`src/guard_map.svh`:
```
// Offsets, codes and timing counts of the system guard timer.
`ifndef GUARD_MAP_SVH
`define GUARD_MAP_SVH
`define IDX_PORT_ADDR 8'h2E
`define DATA_PORT_ADDR 8'h2F
`define UNLOCK_KEY 8'h87
`define LOCK_KEY 8'hAA
`define OFF_UNIT_SELECT 8'h07
`define OFF_UNIT_ENABLE 8'h30
`define OFF_ARM_CONTROL 8'hF0
`define OFF_TIME_BASE 8'hF5
`define OFF_COUNTDOWN 8'hF6
`define GUARD_UNIT_NUM 8'h07
`define UNIT_ENABLE_BIT 0
`define ARM_BIT 7
`define TB_SECONDS 8'h71
`define TB_MINUTES 8'h79
`define RST_UNIT_SELECT 8'h00
`define RST_UNIT_ENABLE 8'h00
`define RST_ARM_CONTROL 8'h00
`define RST_TIME_BASE 8'h71
`define RST_COUNTDOWN 8'h00
`define CLK_HZ 10000000
`define SECOND_NS 1000000000
`define CLK_PERIOD_NS 100
`define SECOND_CYCLES (`SECOND_NS / `CLK_PERIOD_NS)
`define SECONDS_PER_MINUTE 60
`define REBOOT_PULSE_CYCLES 16
`endif

```
`src/guard_pkg.sv`:
```
// Types shared by the system guard timer modules.
package guard_pkg;
  typedef enum logic [1:0] {CFG_LOCKED, CFG_HALF, CFG_OPEN} cfg_state_t;
  typedef enum logic {BASE_SECOND, BASE_MINUTE} base_t;
endpackage

```
`src/tick_if.sv`:
```
// Time-base tick carrier between the guard top and its prescaler.
`timescale 1ns/1ps
interface tick_if;
  logic run;
  logic minute_mode;
  logic restart;
  logic tick;
  modport ctrl (output run, output minute_mode, output restart, input tick);
  modport gen (input run, input minute_mode, input restart, output tick);
endinterface

```
`src/guard_prescaler.sv`:
```
// Prescaler producing one pulse per countdown unit.
`timescale 1ns/1ps
`include "guard_map.svh"
module guard_prescaler
  import guard_pkg::*;
#(
  parameter int unsigned SECOND_CYC = `SECOND_CYCLES
)
(
  input wire logic clk,
  input wire logic reset,
  tick_if.gen tb
);
  logic [31:0] sec_cnt_r;
  logic [31:0] sec_cnt_nxt;
  logic [5:0] min_cnt_r;
  logic [5:0] min_cnt_nxt;
  logic tick_r;
  logic tick_nxt;
  logic sec_pulse;

  //////////////////////////////////////////////////////////////////////////////
  always_comb
  begin
    sec_cnt_nxt = sec_cnt_r;
    min_cnt_nxt = min_cnt_r;
    tick_nxt = 1'b0;
    sec_pulse = 1'b0;
    if (!tb.run || tb.restart)
    begin
      sec_cnt_nxt = 32'h0;
      min_cnt_nxt = 6'h0;
    end
    else if (sec_cnt_r == SECOND_CYC - 1)
    begin
      sec_cnt_nxt = 32'h0;
      sec_pulse = 1'b1;
    end
    else
    begin
      sec_cnt_nxt = sec_cnt_r + 32'h1;
    end
    // A minute unit is built from sixty seconds so both bases share one divider.
    if (sec_pulse)
    begin
      if (!tb.minute_mode)
      begin
        tick_nxt = 1'b1;
        min_cnt_nxt = 6'h0;
      end
      else if (min_cnt_r == 6'(`SECONDS_PER_MINUTE - 1))
      begin
        tick_nxt = 1'b1;
        min_cnt_nxt = 6'h0;
      end
      else
      begin
        min_cnt_nxt = min_cnt_r + 6'h1;
      end
    end
  end

  always_ff @(posedge clk or posedge reset)
  begin
    if (reset)
    begin
      sec_cnt_r <= 32'h0;
      min_cnt_r <= 6'h0;
      tick_r <= 1'b0;
    end
    else
    begin
      sec_cnt_r <= sec_cnt_nxt;
      min_cnt_r <= min_cnt_nxt;
      tick_r <= tick_nxt;
    end
  end

  assign tb.tick = tick_r;

  AST_TICK_ONE_CYCLE: assert property (@(posedge clk) disable iff (reset)
    tb.tick |=> !tb.tick)
    else $error("Unit tick lasted more than one cycle.");
endmodule

```
`src/system_guard_timer.sv`:
```
// Top of the system guard timer with its index/data configuration port.
// Behaviour
// - Countdown value selects one of 1 to 255 timeout levels.
// - Loading a value with the timer enabled starts the countdown automatically.
// - Reaching zero without reload or disable triggers a reboot.
// - Two 87h writes to port 2Eh unlock; then index at 2Eh, data 2Fh.
// - Select unit 07h, enable with 01h at 30h, arm with 80h at F0h.
// - Time value at F6h; 00h disables timeout, nonzero sets count.
// - Seconds base with FFh loaded times out after 255 seconds.
// - Writing 71h at F5h makes each unit one second.
// - Writing 79h at F5h makes each unit one minute.
`timescale 1ns/1ps
`include "guard_map.svh"
module system_guard_timer
  import guard_pkg::*;
#(
  parameter int unsigned SECOND_CYC = `SECOND_CYCLES
)
(
  input wire logic clk,
  input wire logic reset,
  input wire logic io_wr,
  input wire logic io_rd,
  input wire logic [7:0] io_addr,
  input wire logic [7:0] io_wdata,
  output logic [7:0] io_rdata,
  output logic reboot,
  output logic timer_running
);
  cfg_state_t cfg_r;
  cfg_state_t cfg_nxt;
  logic [7:0] index_r;
  logic [7:0] index_nxt;
  logic [7:0] unit_sel_r;
  logic [7:0] unit_sel_nxt;
  logic [7:0] unit_en_r;
  logic [7:0] unit_en_nxt;
  logic [7:0] arm_r;
  logic [7:0] arm_nxt;
  logic [7:0] base_r;
  logic [7:0] base_nxt;
  logic [7:0] value_r;
  logic [7:0] value_nxt;
  logic [7:0] count_r;
  logic [7:0] count_nxt;
  logic [4:0] pulse_r;
  logic [4:0] pulse_nxt;
  logic [7:0] rdata_r;
  logic [7:0] rdata_nxt;
  logic idx_wr;
  logic dat_wr;
  logic dat_rd;
  logic unit_hit;
  logic load;
  logic active;
  logic expire;

  tick_if tb ();

  guard_prescaler #(.SECOND_CYC(SECOND_CYC)) u_prescaler (
    .clk(clk),
    .reset(reset),
    .tb(tb.gen)
  );

  //////////////////////////////////////////////////////////////////////////////
  // Port decode. The data port is dead while locked so stray I/O cannot arm it.
  assign idx_wr = io_wr && (io_addr == `IDX_PORT_ADDR);
  assign dat_wr = io_wr && (io_addr == `DATA_PORT_ADDR) && (cfg_r == CFG_OPEN);
  assign dat_rd = io_rd && (io_addr == `DATA_PORT_ADDR) && (cfg_r == CFG_OPEN);
  assign unit_hit = (unit_sel_r == `GUARD_UNIT_NUM);
  assign load = dat_wr && unit_hit && (index_r == `OFF_COUNTDOWN);
  assign active = unit_en_r[`UNIT_ENABLE_BIT] && arm_r[`ARM_BIT];

  always_comb
  begin
    cfg_nxt = cfg_r;
    index_nxt = index_r;
    unique case (cfg_r)
      CFG_LOCKED:
      begin
        if (idx_wr && io_wdata == `UNLOCK_KEY)
        begin
          cfg_nxt = CFG_HALF;
        end
      end
      CFG_HALF:
      begin
        if (idx_wr)
        begin
          cfg_nxt = (io_wdata == `UNLOCK_KEY) ? CFG_OPEN : CFG_LOCKED;
        end
      end
      CFG_OPEN:
      begin
        if (idx_wr && io_wdata == `LOCK_KEY)
        begin
          cfg_nxt = CFG_LOCKED;
        end
        else if (idx_wr)
        begin
          index_nxt = io_wdata;
        end
      end
    endcase
  end

  //////////////////////////////////////////////////////////////////////////////
  always_comb
  begin
    unit_sel_nxt = unit_sel_r;
    unit_en_nxt = unit_en_r;
    arm_nxt = arm_r;
    base_nxt = base_r;
    value_nxt = value_r;
    if (dat_wr && index_r == `OFF_UNIT_SELECT)
    begin
      unit_sel_nxt = io_wdata;
    end
    if (dat_wr && unit_hit)
    begin
      unique case (index_r)
        `OFF_UNIT_ENABLE: unit_en_nxt = io_wdata;
        `OFF_ARM_CONTROL: arm_nxt = io_wdata;
        `OFF_TIME_BASE: base_nxt = io_wdata;
        `OFF_COUNTDOWN: value_nxt = io_wdata;
        default: ;
      endcase
    end
  end

  always_comb
  begin
    rdata_nxt = rdata_r;
    if (io_rd && io_addr == `IDX_PORT_ADDR)
    begin
      rdata_nxt = index_r;
    end
    else if (dat_rd)
    begin
      rdata_nxt = 8'h00;
      if (index_r == `OFF_UNIT_SELECT)
      begin
        rdata_nxt = unit_sel_r;
      end
      else if (unit_hit)
      begin
        unique case (index_r)
          `OFF_UNIT_ENABLE: rdata_nxt = unit_en_r;
          `OFF_ARM_CONTROL: rdata_nxt = arm_r;
          `OFF_TIME_BASE: rdata_nxt = base_r;
          // Reading the time value shows the live remaining count while running.
          `OFF_COUNTDOWN: rdata_nxt = timer_running ? count_r : value_r;
          default: rdata_nxt = 8'h00;
        endcase
      end
    end
  end

  //////////////////////////////////////////////////////////////////////////////
  // Countdown. Only the 79h code selects minutes; every other code keeps seconds.
  assign tb.run = active && (count_r != 8'h00);
  assign tb.minute_mode = (base_r == `TB_MINUTES);
  assign tb.restart = load;
  assign expire = tb.run && tb.tick && (count_r == 8'h01);

  always_comb
  begin
    count_nxt = count_r;
    pulse_nxt = pulse_r;
    if (load)
    begin
      count_nxt = io_wdata;
    end
    else if (!active)
    begin
      count_nxt = 8'h00;
    end
    else if (tb.run && tb.tick)
    begin
      count_nxt = count_r - 8'h01;
    end
    if (expire)
    begin
      pulse_nxt = 5'(`REBOOT_PULSE_CYCLES);
    end
    else if (pulse_r != 5'h00)
    begin
      pulse_nxt = pulse_r - 5'h01;
    end
  end

  always_ff @(posedge clk or posedge reset)
  begin
    if (reset)
    begin
      cfg_r <= CFG_LOCKED;
      index_r <= 8'h00;
      unit_sel_r <= `RST_UNIT_SELECT;
      unit_en_r <= `RST_UNIT_ENABLE;
      arm_r <= `RST_ARM_CONTROL;
      base_r <= `RST_TIME_BASE;
      value_r <= `RST_COUNTDOWN;
      count_r <= 8'h00;
      pulse_r <= 5'h00;
      rdata_r <= 8'h00;
    end
    else
    begin
      cfg_r <= cfg_nxt;
      index_r <= index_nxt;
      unit_sel_r <= unit_sel_nxt;
      unit_en_r <= unit_en_nxt;
      arm_r <= arm_nxt;
      base_r <= base_nxt;
      value_r <= value_nxt;
      count_r <= count_nxt;
      pulse_r <= pulse_nxt;
      rdata_r <= rdata_nxt;
    end
  end

  assign io_rdata = rdata_r;
  assign reboot = (pulse_r != 5'h00);
  assign timer_running = tb.run;

  //////////////////////////////////////////////////////////////////////////////
  AST_LOAD_SETS_COUNT: assert property (@(posedge clk) disable iff (reset)
    load |=> count_r == $past(io_wdata))
    else $error("Time value write did not restart the count.");
  AST_ZERO_NO_RUN: assert property (@(posedge clk) disable iff (reset)
    load && io_wdata == 8'h00 |=> !timer_running [*4])
    else $error("Zero time value left the timer running.");
  AST_AUTO_START: assert property (@(posedge clk) disable iff (reset)
    load && active && io_wdata != 8'h00 && !arm_nxt[`ARM_BIT] == 1'b0 |=> timer_running)
    else $error("Countdown did not start after load.");
  // The pulse length is held by its counter, so a long repetition is never unrolled.
  AST_REBOOT_ON_EXPIRE: assert property (@(posedge clk) disable iff (reset)
    expire |=> reboot && pulse_r == 5'(`REBOOT_PULSE_CYCLES))
    else $error("Reboot pulse did not start at full length after expiry.");
  AST_PULSE_COUNTS_DOWN: assert property (@(posedge clk) disable iff (reset)
    pulse_r != 5'h00 && !expire |=> pulse_r == $past(pulse_r) - 5'h01)
    else $error("Reboot pulse counter did not step down.");
  AST_NO_REBOOT_IDLE: assert property (@(posedge clk) disable iff (reset)
    $rose(reboot) |-> $past(expire))
    else $error("Reboot without countdown expiry.");
  AST_DECREMENT_BY_ONE: assert property (@(posedge clk) disable iff (reset)
    tb.run && tb.tick && !load && active |=> count_r == $past(count_r) - 8'h01)
    else $error("Count did not step down by one unit.");
  AST_LOCKED_IGNORES: assert property (@(posedge clk) disable iff (reset)
    cfg_r != CFG_OPEN && io_wr |=> $stable(value_r) && $stable(arm_r))
    else $error("Locked port changed a register.");
  AST_DISABLE_STOPS: assert property (@(posedge clk) disable iff (reset)
    !active && !load |=> count_r == 8'h00)
    else $error("Disabled timer kept counting.");
  AST_MINUTE_MODE: assert property (@(posedge clk) disable iff (reset)
    tb.minute_mode && tb.tick |-> $past(u_prescaler.min_cnt_r) == 6'(`SECONDS_PER_MINUTE - 1))
    else $error("Minute unit ended before sixty seconds.");

  COV_UNLOCK: cover property (@(posedge clk) disable iff (reset)
    cfg_r == CFG_HALF ##1 cfg_r == CFG_OPEN);
  COV_LOAD_RUN: cover property (@(posedge clk) disable iff (reset)
    load ##1 timer_running);
  COV_EXPIRE: cover property (@(posedge clk) disable iff (reset) expire);
  COV_RELOAD: cover property (@(posedge clk) disable iff (reset)
    timer_running && load);
endmodule

```
`config.mk`:
```
export PLATFORM = sky130hd
export DESIGN_NAME = system_guard_timer
export DESIGN_NICKNAME = d
export VERILOG_FILES = /design/src/guard_pkg.sv /design/src/tick_if.sv /design/src/guard_prescaler.sv /design/src/system_guard_timer.sv
export VERILOG_INCLUDE_DIRS = /design/src
export SDC_FILE = /design/constraint.sdc
export NUM_CORES = 1
export LEC_CHECK = 0
export ABC_AREA = 1
export BUFFER_PORTS_ARGS = -buffer_cell sky130_fd_sc_hd__buf_2
export CORE_ASPECT_RATIO = 0.9
export CORE_MARGIN = 4
export CORE_UTILIZATION = 60
export CTS_CLUSTER_DIAMETER = 150
export DETAILED_ROUTE_END_ITERATION = 12
export HOLD_SLACK_MARGIN = 0.02
export PLACE_DENSITY = 0.78
export SLEW_MARGIN = 40
export SYNTH_ARGS = -nofsm -noshare
export SYNTH_HDL_FRONTEND = slang
export SYNTH_SLANG_ARGS = --single-unit
```
`constraint.sdc`:
```
create_clock -name clk -period 3.9 [get_ports clk]
set_input_delay 0 -clock clk [delete_from_list [all_inputs] [get_ports clk]]
set_output_delay 0 -clock clk [all_outputs]
set_load 0.02 [all_outputs]
```
**Word level (Yosys, flattened, before mapping)**

Cells that the tools add are included.
W data, S select, Z words.

- Bits in registers: 110
- Input port bits: 20
- Logic and storage cells: 94

- Add/sub/neg operators: 4
- Equality and inequality tests: 20
- Mux-type cells: 27
- Bitwise gates (word level): 1
- Reduce and logical (&&, ||, !) cells: 29

Operators by type and width:

| operator | number |
|---|---|
| $mux W32 | 2 |
| $mux W8 | 8 |
| $eq A8 B8 Y1 const B | 5 |
| $add A32 B1 Y32 const B | 1 |
| $eq A32 B24 Y1 const B | 1 |
| $pmux W8 S4 | 1 |
| $eq A8 B6 Y1 const B | 3 |
| $mux W6 | 4 |
| $eq A8 B3 Y1 const B | 2 |
| $logic_and A1 B1 Y1 | 15 |
| $mux W5 | 2 |
| $eq A8 B1 Y1 const B | 1 |
| $eq A8 B7 Y1 const B | 1 |
| $mux W2 | 4 |
| $reduce_and A2 Y1 | 4 |
| $reduce_bool A8 Y1 | 1 |
| $sub A8 B1 Y8 const B | 1 |
| $add A6 B1 Y6 const B | 1 |
| $eq A6 B6 Y1 const B | 1 |
| $pmux W2 S3 | 1 |
| $reduce_and A3 Y1 | 2 |
| $reduce_bool A2 Y1 | 3 |
| $mux W1 | 5 |
| $reduce_bool A5 Y1 | 1 |
| 10 further kinds | 11 |

**Longest topological paths before layout**

- Word-level depth: 8
- Gate-level depth with buffers: 12
- Depth with buffers taken out: 12

**By module**

A second synthesis with hierarchy kept.

- Cells, all modules: 931
- Area total of the unflattened synthesis: 6530.0 µm²

Modules (own cells, without submodules):

| module | times used | cells an instance | area each (µm²) | sequential area each (µm²) |
|---|---|---|---|---|
| system_guard_timer | 1 | 568 | 4042.6 | 1781.7 |
| guard_prescaler | 1 | 363 | 2487.4 | 975.9 |

**Least setup slack after synthesis**

No wires, ideal clock.

- Path type: flip-flop to flip-flop
- From: reg count_r[0]
- To: reg pulse_r[1]
- Library setup time: 0.128 ns
- Arrival time: 1.545 ns
- Required time: 3.772 ns
- Path slack: 2.227 ns
- Stages on the path, launching flop included: 11
- Buffers on the path: 0
- Clock period less this slack: 1.673 ns
- Cells stage by stage: dfrtp_1 inv_1 ha_1 nand2_1 o21ai_4 inv_2 nand2_2 nor2_1 inv_1 nand3_1 o31ai_1

- Longest elaborated chain between the ends: 5
- Elaborated cells between the ends (all ways): 7
- Those cells by class: eq/ne (1); mux (1); reduce/logical (5)

Ends and longest elaborated chain:

| element | line | source |
|---|---|---|
| from (decl) | system_guard_timer.sv:44 | `logic [7:0] count_r;` |
| from (signal assigned) | system_guard_timer.sv:217 | `count_r <= count_nxt;` |
| $reduce_bool A8 Y1 (*) | system_guard_timer.sv:162 | `assign tb.run = active && (count_r != 8'h00);` |
| $logic_and A1 B1 Y1 (*) | system_guard_timer.sv:162 |  |
| named net timer_running | system_guard_timer.sv:28 | `output logic timer_running` |
| $logic_and A1 B1 Y1 (*) (2 in a row) | system_guard_timer.sv:165 | `assign expire = tb.run && tb.tick && (count_r == 8'h01);` |
| $mux W5 / $reduce_bool A2 Y1 (equally long branches) | -- |  |
| to (signal assigned) | system_guard_timer.sv:218 | `pulse_r <= pulse_nxt;` |
| to (decl) | system_guard_timer.sv:46 | `logic [4:0] pulse_r;` |

The timed path passes the listed nets; every way through them passes the cells marked *.
A chain may end at the register's enable or synchronous reset.

**Worst setup path in the final report**

- From: reg index_r[5]
- To: reg u_prescaler.min_cnt_r[3]

- Longest elaborated chain between the ends: 5
- Elaborated cells between the ends (all ways): 6
- Those cells by class: eq/ne (1); mux (2); reduce/logical (3)

Ends and longest elaborated chain:

| element | line | source |
|---|---|---|
| from (decl) | system_guard_timer.sv:32 | `logic [7:0] index_r;` |
| from (signal assigned) | system_guard_timer.sv:211 | `index_r <= index_nxt;` |
| $eq A8 B8 Y1 (*) | -- |  |
| $logic_and A1 B1 Y1 (*) | system_guard_timer.sv:72 | `` assign load = dat_wr && unit_hit && (index_r == `OFF_COUNTDOWN); `` |
| $logic_or A1 B1 Y1 (*) | guard_prescaler.sv:29 | `if (!tb.run \|\| tb.restart)` |
| $mux W1 | guard_prescaler.sv:29 |  |
| $mux W6 / $reduce_bool A2 Y1 (equally long branches) | -- |  |
| to (signal assigned) | guard_prescaler.sv:74 | `min_cnt_r <= min_cnt_nxt;` |
| to (decl) | guard_prescaler.sv:16 | `logic [5:0] min_cnt_r;` |

Mark *: on every way between the ends. The rest lies on a longest branch, timed or not.

==> flow_results.org <==
** Logic synthesis
- Synthesized netlist cell count :: 866
- Leading area contributor after synthesis :: dfrtp_1
- The mapped netlist covers 6310 um^2.
- The synthesized design contains 110 register bits.
- Synth Warn # :: 0
- Synthesized area per cell :: 7.29 um^2
- Fraction of post-synthesis cell area in the top cell type by area :: 0.420
- Fraction of the yosys area taken by sequential cells :: 0.437
- Among all flip-flop cells after synthesis, the most frequent one is dfrtp_1.
- The number of different library cells used by synthesis comes to 35.
- Post-synth EDFFs :: 0
- Counting every net in the synthesized netlist gives 895.
- Top post-synthesis cells by area :: dfrtp_1 (42%), nand2_1 (15%), inv_1 (6.7%), nand3_1 (6.3%), nor2_1 (5.7%)
- Fraction of registers with async set/reset :: 1.00

** Routing
- Routed wire length :: 15.0 mm
- Average wire per cell in the routed design :: 14.6 um
- Final routed DRC violation total :: 0
- Drt pass-1 iters :: 7
- After detailed routing, the number of vias per cell comes to 5.46.
- Number of violations reported at the end of detailed-routing iteration 0 :: 539
- The count of nets left with antenna violations once routing finished came out at 0.
- Total number of vias :: 5626

** Pwr
- Summed over all cells, the static leakage comes to 0.00338 uW.
- Of the total power, the clock network draws 0.408.
- Internal power consumption :: 1610 uW
- Of the total power, the share spent switching nets is 0.235.
- Portion of total power attributed to sequential cells :: 0.544
- Power spread over the standard cell area amounts to 307 nW/um^2.
- Maximum VDD drop :: 0.401 mV
- The share of total power dissipated in combinational logic is 0.048.
- Summed over all nets, the switching power comes to 496 uW.

** Global routing
- Pin count of the biggest net entering global routing :: 80
- Total Routing Usage GR :: 0.259
- Global-route wire length before repair :: 25.2 mm
- The number of global-route vias before repair is 5339.
- After global routing the overflow that remains totals 0.
- Number of antenna violations at the first check in global routing :: 0

** CTS
- Level count of the clock H-tree :: 3
- At the later pin of the worst-skew pair, clock insertion delay measures 0.35 ns.
- Number of buffers added for setup after CTS :: 0
- Counting along the longest clock path gives a buffer depth of 2.
- TritonCTS clock tree :: done
- Number of clock sinks :: 110
- CTS placed an instance of clkbuf_16 at the clock tree root.
- Cts bufs inserted :: 9
- Clock-pin transition on the worst setup and hold timing paths :: 0.07 ns

** Placed design
- Instance area after placement :: 6540 um^2
- In this run the tool buffered the top-level ports with 29 buffer cells.
- The HPWL after detailed placement is 11.1 mm.
- Global placement routability congestion :: 0.977
- Counting tap cells, the placed design contains a total of 1009 instances.

** Setup path
- The worst setup path is launched from a flip-flop.
- Reg2Reg Capture Point :: u_prescaler.min_cnt_r[3]$_DFFE_PP0P_
- Critical path class :: flip-flop to flip-flop
- Data required time at the worst endpoint :: 4.14 ns
- Number of cells traversed by the worst register-to-register path :: 9
- Maximum net fanout on the critical path :: 25
- At the worst endpoint, the arrival time is 2.80 ns.
- Sort of element at the end of the critical path :: flip-flop
- Reg-to-reg startpoint :: index_r[5]$_DFFE_PP0P_
- Setup slack on the worst flop-to-flop path :: 1.34 ns

** Job
- # Max-Cap Violations :: 0

** STA
- Worst setup skew after layout :: 0.00664 ns
- Setup violations remaining at the end of the flow were counted as 0.
- Of the available clock period, the critical path in the final layout requires 0.656.
- Max-slew headroom :: 0.545
- Setup repair after global routing left no endpoint under its margin.
- Worst Tran Pin Value :: 0.682 ns
- Total negative setup slack :: 0 ns
- Max Slew Vio Count :: 0
- Shortest clock period the worst path allows after layout :: 2.56 ns
- Max Fclk :: 0.391 GHz
- Count of final hold-check violations :: 0

** Hold path
- Depth of the worst hold-timing path :: 3
- In this run the most critical hold path is launched from io_wdata[7].
- The path class of the tightest hold or removal check is input pin to flip-flop.
- The worst hold path terminates at value_r[7]$_DFFE_PP0P_.

** Cells and area
- Final design instance area without fill :: 6880 um^2
- The count of cells in the finished layout, fillers not included, comes to 1030.
- Of the cells placed in the final design, the portion with a size suffix greater than 1 is 0.0766.
- Antenna Cells :: 0
- The net count of the finished layout is 926.
- Area growth from synthesis to final layout :: 8.94%

** Floorplan
- Die height :: 105 um
- Measured along the x axis, the die boundary spans 116 um.
- Standard-cell row count :: 35
- In this run the standard cell core region covers 10200 um^2.
- During I/O placement, the number of pins put on the boundary was 30.
- Die outline area :: 12200 um^2
- Starting density of the core :: 0.616

** Status
- Result of the run :: completed
==> cell families (layout without fill, tap and decap cells) <==
logic type | Yosys count | count (layout) | synth area share
buffers and inverters | 132 | 167 | 0.0835
AND/OR/NAND/NOR | 513 | 513 | 0.359
flip-flops | 110 | 110 | 0.437
adder cells (fa/ha/maj) | 9 | 9 | 0.0178
XOR/XNOR | 32 | 32 | 0.0444
AO/OA/AOI/OAI | 70 | 70 | 0.0581
==> how the worst max path moves through the flow <==
stage                           start                              endpoint  slack (ns)  depth (start not counted)
2_1_floorplan                   reset                  arm_r[0]$_DFFE_PP0P_        1.00                          1
3_3_place_gp   index_r[5]$_DFFE_PP0P_  u_prescaler.min_cnt_r[2]$_DFFE_PP0P_        1.49                          9
3_5_place_dp   index_r[4]$_DFFE_PP0P_  u_prescaler.min_cnt_r[3]$_DFFE_PP0P_        1.36                          9
4_1_cts        index_r[4]$_DFFE_PP0P_  u_prescaler.min_cnt_r[3]$_DFFE_PP0P_        1.36                          9
5_1_grt        index_r[5]$_DFFE_PP0P_  u_prescaler.min_cnt_r[0]$_DFFE_PP0P_        1.03                          9
6_report       index_r[5]$_DFFE_PP0P_  u_prescaler.min_cnt_r[3]$_DFFE_PP0P_        1.34                          9
==> routing by layer <==
layer | up-vias | share of wire | track usage
met2 | 185 | 0.47 | 0.408
met5 | - | 0 | 0
li1 | 2801 | - | -
met1 | 2598 | 0.44 | 0.352
met3 | 42 | 0.057 | 0.0511
met4 | 0 | 0.033 | 0.104
==> critical path, cell delays in order (launching register included) <==
cell and delay [ns]:
dfrtp_1 0.38, nand2_1 0.12, nor2_4 0.32, inv_2 0.08
nor3_4 0.44, nand2_4 0.28, nand2_2 0.44, nor2_1 0.21
nand2_1 0.11, nand2_1 0.05
==> Yosys cell counts, types with 2 or more instances <==
library cell,instances
or2_2,2
nand3b_1,3
buf_2,10
nor3_1,37
ha_1,9
dfstp_2,4
a21oi_1,7
nand3_2,4
o21ai_1,15
nand2_1,254
nor4_1,3
nand3_1,80
nand2_2,2
nor3_4,2
dfrtp_1,106
xor2_1,25
nand4_1,22
xnor2_1,7
nor2_4,2
inv_2,3
inv_1,113
nor2_1,96
buf_6,2
clkbuf_1,3
o21ai_0,45
==> through the flow <==
| step | hold WS [ns] | util | power [uW] | worst slack (ns) |
|---|---|---|---|---|
| floorplan | 0.168 | - | 1230 | 1.00 |
| global placement | 0.273 | 0.638 | 1260 | 1.49 |
| detailed placement | 0.178 | 0.638 | 1270 | 1.36 |
| CTS | 0.0908 | 0.670 | 2130 | 1.36 |
| global route | 0.104 | 0.671 | 2200 | 1.03 |
| finish | 0.0900 | 0.671 | 2110 | 1.34 |
==> power by group through the flow <==
stage	clock network [uW]	logic [uW]	registers [uW]
after floorplan	0	61.4	1170
final	861	101	1150
after global placement	0	91.4	1170
after detailed placement	0	98.3	1170
after CTS	874	103	1150
after global routing	931	117	1150
==> cell type report <==
type | count | area, um^2
fillers | 896 | 3370
multi-input cells | 624 | 3030
flip-flops and latches | 110 | 2760
inverters | 116 | 440
clock buffers | 10 | 229
repair buffers | 36 | 213
well taps | 129 | 161
clock inverters | 5 | 42.5
==> flip-flops by register name, indices dropped and copies added, names as in the netlist <==
register / count
u_prescaler.tb.tick: 1
index_r: 8
unit_en_r: 8
u_prescaler.min_cnt_r: 6
base_r: 8
count_r: 8
u_prescaler.sec_cnt_r: 32
value_r: 8
arm_r: 8
unit_sel_r: 8
cfg_r: 2
pulse_r: 5
io_rdata: 8
==> cells in the final DEF, fill, tap and decap left out, drive strengths merged, types with 2 or more instances in the layout <==
cell         synthesis  layout
a21oi                7       7
buf                 13      30
clkbuf               3      10
dfrtp              106     106
dfstp                4       4
dlygate4sd3          0       6
ha                   9       9
inv                116     119
nand2              257     257
nand3               85      85
nand3b               3       3
nand4               22      22
nor2                99      99
nor3                39      39
nor4                 3       3
o21ai               61      61
or2                  2       2
xnor2                7       7
xor2                25      25
==> repair_timing <==
action	4_1_cts	5_1_grt
hold buffers	6	0
endpoints found under the hold margin	83	0
gates resized for setup	0	0
Power figures use the tool's default switching activity.
